===== src/common/acs_defs.vh =====
`ifndef ACS_DEFS_VH
`define ACS_DEFS_VH

// ---------------------------------------------------------------
// Register addresses
// ---------------------------------------------------------------
`define ACS_ADDR_PORT 8'h05
`define ACS_ADDR_FLAGS 8'h0C
`define ACS_ADDR_RESULT 8'h1E
`define ACS_ADDR_CTRL_MAIN 8'h1F
`define ACS_ADDR_IRQ_EN 8'h8C
`define ACS_ADDR_PORT_CFG 8'h9F

// ---------------------------------------------------------------
// Field positions
// ---------------------------------------------------------------
`define ACS_CTRL_ENABLE_BIT 0
`define ACS_CTRL_GO_BIT 2
`define ACS_CTRL_CHAN_LO 3
`define ACS_CTRL_CLKSEL_LO 6
`define ACS_FLAG_DONE_BIT 6
`define ACS_IRQ_EN_BIT 6
`define ACS_CFG_REFSEL_BIT 4

// ---------------------------------------------------------------
// Reset values
// ---------------------------------------------------------------
`define ACS_CTRL_MAIN_RESET 8'h00
`define ACS_PORT_CFG_RESET 8'h00
`define ACS_RESULT_RESET 8'h00

// ---------------------------------------------------------------
// Clock select codes and timing counts; conversion and recovery in half conversion-bit periods, RC start delay in clocks
// ---------------------------------------------------------------
`define ACS_CLKSEL_DIV2 2'h0
`define ACS_CLKSEL_DIV8 2'h1
`define ACS_CLKSEL_DIV32 2'h2
`define ACS_CLKSEL_RC 2'h3
`define ACS_CONV_HALVES 5'h13
`define ACS_RECOV_HALVES 5'h04
`define ACS_SLEEP_START_CLKS 3'h4

`endif


===== src/design/acs_sequencer.v =====
// Behaviour
// - Eight-bit result by successive approximation search.
// - Four channels, two-bit field selects one.
// - Reference is supply or shared reference pin.
// - Conversion runs on in sleep with RC.
// - Port pins come out of reset analog.
// - Port read gives zero on analog pins.
// - Completion loads result and clears busy bit.
// - Completion sets the done flag bit six.
// - Two bit periods between conversion and acquisition.
// - Conversion and recovery counted in half conversion-bit periods; RC start delay in clocks.
// - Clock select: divide 2, 8, 32, RC.
// - One conversion takes nine and half periods.
// - Clearing busy aborts, result keeps old value.
// - Enable cleared powers converter fully down.
`include "acs_defs.vh"
`default_nettype none

module acs_sequencer (
   input wire CLK,
   input wire RESET,
   input wire CE,
   input wire [7:0] ADDR,
   input wire [7:0] WDATA,
   input wire WE,
   input wire RE,
   output reg [7:0] RDATA,
   input wire [3:0] PORT_PINS,
   input wire SLEEP,
   input wire RC_TICK,
   input wire COMP_HIGH,
   output wire [7:0] TRIAL_CODE,
   output wire [1:0] CHANNEL_SEL,
   output wire REF_SEL,
   output wire SAMPLE_CONNECT,
   output wire ANALOG_POWER,
   output wire CONVERTING,
   output wire WAKE
);

   // ---------------------------------------------------------------
   // States and helpers
   // ---------------------------------------------------------------
   localparam [1:0] ST_ACQ = 2'd0;
   localparam [1:0] ST_DELAY = 2'd1;
   localparam [1:0] ST_CONV = 2'd2;
   localparam [1:0] ST_RECOV = 2'd3;

   // Clocks per half bit period for the divided sources.
   function [4:0] half_len;
      input [1:0] sel;
      begin
         case (sel)
            `ACS_CLKSEL_DIV2: half_len = 5'h01;
            `ACS_CLKSEL_DIV8: half_len = 5'h04;
            default: half_len = 5'h10;
         endcase
      end
   endfunction

   // ---------------------------------------------------------------
   // Registers
   // ---------------------------------------------------------------
   reg [7:0] ctrl_reg;
   reg [7:0] cfg_reg;
   reg [7:0] result_reg;
   reg flag_reg;
   reg irq_en_reg;
   reg [1:0] state_reg;
   reg [4:0] div_reg;
   reg [4:0] half_reg;
   reg [2:0] delay_reg;
   reg [7:0] sar_reg;

   wire enable = ctrl_reg[`ACS_CTRL_ENABLE_BIT];
   wire go = ctrl_reg[`ACS_CTRL_GO_BIT];
   wire [1:0] clk_sel = ctrl_reg[`ACS_CTRL_CLKSEL_LO+1:`ACS_CTRL_CLKSEL_LO];
   wire rc_mode = (clk_sel == `ACS_CLKSEL_RC);
   // Sleep stops the divided clock, so only the RC source keeps going.
   wire sleep_kill = SLEEP && !rc_mode;
   wire running = (state_reg == ST_CONV) || (state_reg == ST_RECOV);

   // ---------------------------------------------------------------
   // Bit period timebase
   // ---------------------------------------------------------------
   // Source selection
   wire div_wrap = (div_reg == half_len(clk_sel) - 5'h01);
   wire half_tick = rc_mode ? RC_TICK : div_wrap;

   // The trial bit moves down one place after each decision, MSB first.
   wire [4:0] half_less = half_reg - 5'h01;
   wire [2:0] bit_idx = (half_reg == 5'h00) ? 3'h0 : half_less[3:1];
   wire decide = (state_reg == ST_CONV) && half_tick && !half_reg[0] && (half_reg != 5'h00) &&
      (half_reg < 5'h12);
   wire conv_end = (state_reg == ST_CONV) && half_tick && (half_reg == `ACS_CONV_HALVES - 5'h01);
   wire recov_end = (state_reg == ST_RECOV) && half_tick && (half_reg == `ACS_RECOV_HALVES - 5'h01);
   wire abort = (state_reg == ST_CONV || state_reg == ST_DELAY) && (!go || !enable || sleep_kill);

   assign TRIAL_CODE = CONVERTING ? (sar_reg | (8'h80 >> bit_idx)) : 8'h00;
   assign CHANNEL_SEL = ctrl_reg[`ACS_CTRL_CHAN_LO+1:`ACS_CTRL_CHAN_LO];
   assign REF_SEL = cfg_reg[`ACS_CFG_REFSEL_BIT];
   // Holding capacitor off while converting and recovering
   assign SAMPLE_CONNECT = ANALOG_POWER && (state_reg == ST_ACQ || state_reg == ST_DELAY);
   assign ANALOG_POWER = enable && !sleep_kill;
   // An unpowered conversion is dead already in the cycle before the abort edge.
   assign CONVERTING = (state_reg == ST_CONV) && ANALOG_POWER;
   // Done event may wake the core
   assign WAKE = flag_reg && irq_en_reg;

   // ---------------------------------------------------------------
   // Sequencer
   // ---------------------------------------------------------------
   always @(posedge CLK) begin
      if (RESET) begin
         state_reg <= ST_ACQ;
         div_reg <= 5'h00;
         half_reg <= 5'h00;
         delay_reg <= 3'h0;
         sar_reg <= 8'h00;
      end else if (CE) begin
         if (!running || div_wrap || rc_mode) begin
            div_reg <= 5'h00;
         end else begin
            div_reg <= div_reg + 5'h01;
         end
         if (half_tick) begin
            half_reg <= half_reg + 5'h01;
         end
         case (state_reg)
            ST_ACQ: begin
               half_reg <= 5'h00;
               sar_reg <= 8'h00;
               if (go && enable) begin
                  // RC start waits one instruction cycle
                  if (rc_mode) begin
                     delay_reg <= `ACS_SLEEP_START_CLKS;
                     state_reg <= ST_DELAY;
                  end else begin
                     state_reg <= ST_CONV;
                  end
               end
            end
            ST_DELAY: begin
               half_reg <= 5'h00;
               delay_reg <= delay_reg - 3'h1;
               if (abort) begin
                  state_reg <= ST_ACQ;
               end else if (delay_reg == 3'h1) begin
                  state_reg <= ST_CONV;
               end
            end
            ST_CONV: begin
               // Keep bit when input is above trial
               if (decide && COMP_HIGH) begin
                  sar_reg <= sar_reg | (8'h80 >> bit_idx);
               end
               if (abort || conv_end) begin
                  half_reg <= 5'h00;
                  div_reg <= 5'h00;
                  state_reg <= ST_RECOV;
               end
            end
            ST_RECOV: begin
               // Two bit periods before next acquisition
               if (recov_end || sleep_kill || !enable) begin
                  half_reg <= 5'h00;
                  state_reg <= ST_ACQ;
               end
            end
            default: state_reg <= ST_ACQ;
         endcase
      end
   end

   // ---------------------------------------------------------------
   // Register file
   // ---------------------------------------------------------------
   wire wr_ctrl = WE && (ADDR == `ACS_ADDR_CTRL_MAIN);
   wire wr_flags = WE && (ADDR == `ACS_ADDR_FLAGS);
   wire done_evt = conv_end && !abort;

   always @(posedge CLK) begin
      if (RESET) begin
         ctrl_reg <= `ACS_CTRL_MAIN_RESET;
         cfg_reg <= `ACS_PORT_CFG_RESET;
         result_reg <= `ACS_RESULT_RESET;
         flag_reg <= 1'b0;
         irq_en_reg <= 1'b0;
         RDATA <= 8'h00;
      end else if (CE) begin
         if (wr_ctrl) begin
            ctrl_reg <= {WDATA[7:6], 1'b0, WDATA[4:3], 1'b0, 1'b0, WDATA[0]};
            // Start needs the converter already on
            ctrl_reg[`ACS_CTRL_GO_BIT] <= WDATA[`ACS_CTRL_GO_BIT] && WDATA[0] && enable;
         end
         // Completion clears busy and loads result
         if (done_evt) begin
            ctrl_reg[`ACS_CTRL_GO_BIT] <= 1'b0;
            result_reg <= sar_reg;
         end else if (WE && ADDR == `ACS_ADDR_RESULT) begin
            result_reg <= WDATA;
         end
         // A non-RC sleep cancels the conversion but keeps enable set.
         if (sleep_kill && go) begin
            ctrl_reg[`ACS_CTRL_GO_BIT] <= 1'b0;
         end
         if (WE && ADDR == `ACS_ADDR_PORT_CFG) begin
            cfg_reg <= {3'b000, WDATA[4:0]};
         end
         if (WE && ADDR == `ACS_ADDR_IRQ_EN) begin
            irq_en_reg <= WDATA[`ACS_IRQ_EN_BIT];
         end
         // Set wins over a software clear in the same cycle
         if (done_evt) begin
            flag_reg <= 1'b1;
         end else if (wr_flags) begin
            flag_reg <= WDATA[`ACS_FLAG_DONE_BIT];
         end
         if (RE) begin
            case (ADDR)
               `ACS_ADDR_PORT: RDATA <= {4'h0, PORT_PINS & cfg_reg[3:0]};
               `ACS_ADDR_FLAGS: RDATA <= {1'b0, flag_reg, 6'h00};
               `ACS_ADDR_RESULT: RDATA <= result_reg;
               `ACS_ADDR_CTRL_MAIN: RDATA <= ctrl_reg;
               `ACS_ADDR_IRQ_EN: RDATA <= {1'b0, irq_en_reg, 6'h00};
               `ACS_ADDR_PORT_CFG: RDATA <= cfg_reg;
               default: RDATA <= 8'h00;
            endcase
         end
      end
   end

endmodule // acs_sequencer

`default_nettype wire


===== config.mk =====
export PLATFORM = sky130hd
export DESIGN_NAME = acs_sequencer
export DESIGN_NICKNAME = d
export VERILOG_FILES = /design/src/design/acs_sequencer.v
export VERILOG_INCLUDE_DIRS = /design/src /design/src/common
export SDC_FILE = /design/constraint.sdc
export NUM_CORES = 1
export LEC_CHECK = 0
export BUFFER_PORTS_ARGS = -buffer_cell sky130_fd_sc_hd__buf_2
export CAP_MARGIN = 20
export CORE_MARGIN = 2
export CORE_UTILIZATION = 35
export DETAILED_ROUTE_END_ITERATION = 16
export PLACE_DENSITY = 0.57
export SETUP_SLACK_MARGIN = 0.05
export SLEW_MARGIN = 20
export SYNTH_ARGS = -nofsm -noshare
export SYNTH_HDL_FRONTEND = slang
export SYNTH_SLANG_ARGS = --single-unit

===== constraint.sdc =====
create_clock -name CLK -period 8 [get_ports CLK]
set_input_delay 0.4 -clock CLK [delete_from_list [all_inputs] [get_ports CLK]]
set_output_delay 0.4 -clock CLK [all_outputs]
set_load 0.02 [all_outputs]

==> results.txt <==
The synthesized netlist devotes roughly 4.6% of its cell area to adder and majority cells. The global-route usage over all layers came out at 17.2%. The internal power component is 336 uW. The yosys synthesis warning count is 0. The maximum number of pins on one net before global-route repair is 47. The global route total overflow came out at 0. Walking the worst path, the cells encountered are or2_2, ha_1, xor2_1, a211o_1, a211o_1, or3_1, o2bb2ai_2. The I/O pin total is between 50 and 60.

For this configuration, the core starts out at a cell density of between 30% and 40%. Setup repair after global routing left no endpoint under its margin. The area share of the leading cell type in the synthesized netlist came out at a little under a third. After synthesis the netlist holds a flip-flop and latch count of 52. The largest voltage drop on the vdd net came out at approximately 82 uV. Yosys mapped a number of flops with a built-in enable equal to 0.

The buffer count from post-CTS setup fixing is 0. The class of the most critical hold timing path is input pin to flip-flop. The final route contains approximately 3100 vias. The post-route antenna net violation count is 0. STA puts the critical path data arrival time at roughly 3.0 ns.

Setup total negative slack on the finished layout was measured at 0 ns. Together, buffers and inverters on the worst path number 0. The deepest level of the CTS H-tree is 2. Setup violations remaining at the end of the flow were counted as 0.

CTS saw 52 sinks. The via count normalized by instance count came out at ~5.6. The per-instance average area after synthesis is 7.98 um2.

The final wirelength is 8570 um. Summed over all cells, the static leakage comes to 1.35 nW. The weighted congestion reported at the end of routability-driven placement came out at between 0.8 and 0.9. The width of the die came out at slightly above 100 um. The number of cells upsized or downsized after cts came out at 0.

The core box area came out at 0.00920 mm2. The sequential area share after synthesis is about a third. Of all cell types, the one taking the most synthesized area is dfxtp_1.

The maximum number of buffers from clock root to sink is 2. The worst-case headroom to the max-slew limit came out at between 30% and 40%. Once layout is complete, the utilization of the core stands at 40.0%.

The netlist uses 60 different library cells. The via count of the first global-routing pass is approximately 2900. The combinational group share of total power came out at under 10%. Of the total synthesized cell area, the portion taken by XOR and XNOR cells is 2.92%.

Grouping stages by cell kind, the critical path spends the most delay in simple AND/OR/NAND/NOR gates. The cell sitting at the root of the clock tree is a clkbuf_8. The shortest clock period the worst path allows after layout is ~2.8 ns. The stage delay of the slowest cell on the critical path came out at just under 0.6 ns. The number of hold-repair buffers added at the cts stage is 0. By count the netlist is led by dfxtp_1, inv_1, nand2_1. After clock tree synthesis, the clock-pin slew on the worst setup and hold paths is around 0.11 ns. The height of the die is 101 um.

The cell type with the highest occurrence count on the critical path is a211o_1. The post-synthesis share of cell area spent on and, or, nand and nor gates came out at 21.5%. In the final routed layout, each cell accounts on average for approximately 15 um. The ratio of total power to cell area is around 130 mW/mm2.

The highest attainable clock frequency is between 300 and 400 MHz. The number of antenna violations at the first check in global routing came out at 0. At the later pin of the worst-skew pair, clock insertion delay measures roughly 0.32 ns.

The area taken by multi-input logic gates is roughly 0.002 mm2. The fraction of power spent switching nets is between 20% and 30%. The diode insertion count for antenna repair is 0.

Data on the critical path is required at its endpoint by roughly 8.3 ns. The first-pass GRT wire length is 14100 um. The sequential power share is 56.4%. The gate count of the mapped netlist came out at 413. Across the whole layout, storage elements account for 0.00104 mm2. The final count of pins violating max slew is 0. The tool flagged a number of max-cap violations equal to 0. The switching power of the nets is 125 uW. Counting the buffers created by CTS gives 5. Among all stages on the critical path, the largest delay is contributed by or3_1. The flow ran to the end, and the final reports show no timing, DRC or antenna violations. The number of fill cells came out at about 970. The pre-antenna-repair detailed-routing pass consisted of 4 iterations.

In the synthesized netlist the dominant register cell turns out to be dfxtp_1. The iteration-0 DRC count of the detailed router came out at 160. The wire-length estimate of the detail-placed layout is between 6000 and 7000 um. The synthesized netlist devotes around 28% of its cell area to compound gates. The sort of element at the end of the critical path is a flip-flop. The mux contribution to synthesized area came out at 3.42%. The critical path launch point type is a flip-flop.

The largest clock skew in the final design is 0.0133 ns. The summed instance area of the synthesized netlist came out at 0.00330 mm2. The post-route netlist has around 17% of its cells at a drive strength greater than 1. For the pin with the worst max-slew slack, the measured transition is between 0.9 and 1 ns. The DRC violation count after routing came out at 0. Compared with the post-synthesis result, the final layout area differs by 11.7%. The dominant cell by count in the synthesized netlist is dfxtp_1.

Per report_power, the clock group accounts for about a third of the total. Along the worst path, the maximum fanout reaches 15. The number of port buffers is 50. The total nets after synthesis is approximately 450. The final number of hold-violating endpoints came out at 0.

By area the synthesized netlist is led by dfxtp_1, a21oi_1, ha_1. The critical path in this run is classified as flip-flop to flip-flop. By area, the combinational part of the netlist is dominated by compound AO/OA/AOI/OAI gates. The clock tree from TritonCTS is done. The die area is about 0.01 mm2. The share of flip-flops with an asynchronous set or reset came out at 0%. The number of rows created at floorplan came out at 35. The post-layout net count came out at between 400 and 500.

The share of the clock period used by the worst path came out at between 30% and 40%.
[placed cells by master, fill, tap and decap left out, types with 5 or more instances in the layout]
cell type	synthesis	layout
or3_1	6	6
a211oi_1	8	8
xnor2_1	5	5
buf_2	1	50
a221oi_1	9	9
clkbuf_8	0	5
and2_1	6	6
ha_1	12	12
o21ai_0	20	20
dfxtp_1	52	52
nand2b_1	5	5
mux2i_1	9	9
a21oi_1	30	30
inv_1	40	40
a31oi_1	13	13
xor2_1	6	6
o2bb2ai_2	5	5
nand2_1	35	35
nor3_1	10	10
o21a_1	5	5
nor2_1	25	25
o221ai_1	6	6
nand3_1	18	18
[final timing paths]
path | startpoint | to | slack (ns) | cells after the start
worst max register to register | ctrl_reg[7]$_SDFFE_PP0P_ | sar_reg[2]$_SDFFE_PP0P_ | 5.24 | 7
worst min-delay path | WDATA[1] | cfg_reg[1]$_SDFFE_PP0P_ | 0.32 | 3
worst min register to register | RDATA[5]$_SDFFE_PP0P_ | RDATA[5]$_SDFFE_PP0P_ | 0.45 | 2
worst max-delay path | ctrl_reg[7]$_SDFFE_PP0P_ | sar_reg[2]$_SDFFE_PP0P_ | 5.24 | 7
[metrics by stage]
stage	instance area, um2	hold slack, ns	power, mW	cells	setup slack, ns
2_1_floorplan	3300	0.441	0.290	413	5.44
3_3_place_gp	3590	0.439	0.304	553	5.32
3_5_place_dp	3590	0.443	0.304	553	5.24
4_1_cts	3680	0.323	0.465	561	5.24
5_1_grt	3680	0.339	0.477	561	5.06
6_report	3680	0.324	0.460	561	5.24
[tightest hold or removal path: cells and delay by family]
kind,cells,cell delay [ns]
buf+inv,1,0.11
simple gates,1,0.05
compound gates,1,0.05
[area by class of cell]
type / instances / share of cell area (%)
inverter: 40 / 4.08
tap: 111 / 3.77
timing repair buffer: 51 / 7.00
clock buffer: 5 / 1.87
clock inverter: 3 / 0.680
sequential: 52 / 28.3
multi-input combinational: 299 / 54.3
[cell families (layout without fill, tap and decap cells)]
logic type | count (synthesis) | count (layout)
simple gates | 136 | 136
compound gates | 129 | 129
buf+inv | 62 | 99
flops | 52 | 52
fa+ha+maj | 12 | 12
xor+xnor | 11 | 11
mux | 11 | 11
[routing by layer]
| metal | global-route usage [%] | vias up | wire (um) |
|---|---|---|---|
| met1 | 23.8 | 1451 | 4170 |
| met2 | 27.2 | 81 | 3850 |
| met5 | 0 | - | 0 |
| met3 | 2.57 | 13 | 378 |
| li1 | - | 1581 | - |
| met4 | 5.82 | 0 | 167 |
[power groups by stage]
stage	combinational (mW)	sequential (mW)	clock (mW)
6_report	0.0387	0.260	0.162
5_1_grt	0.0431	0.260	0.174
4_1_cts	0.0388	0.260	0.166
3_5_place_dp	0.0387	0.266	0
3_3_place_gp	0.0380	0.266	0
2_1_floorplan	0.0240	0.266	0
(Power assumes the default switching activity.)
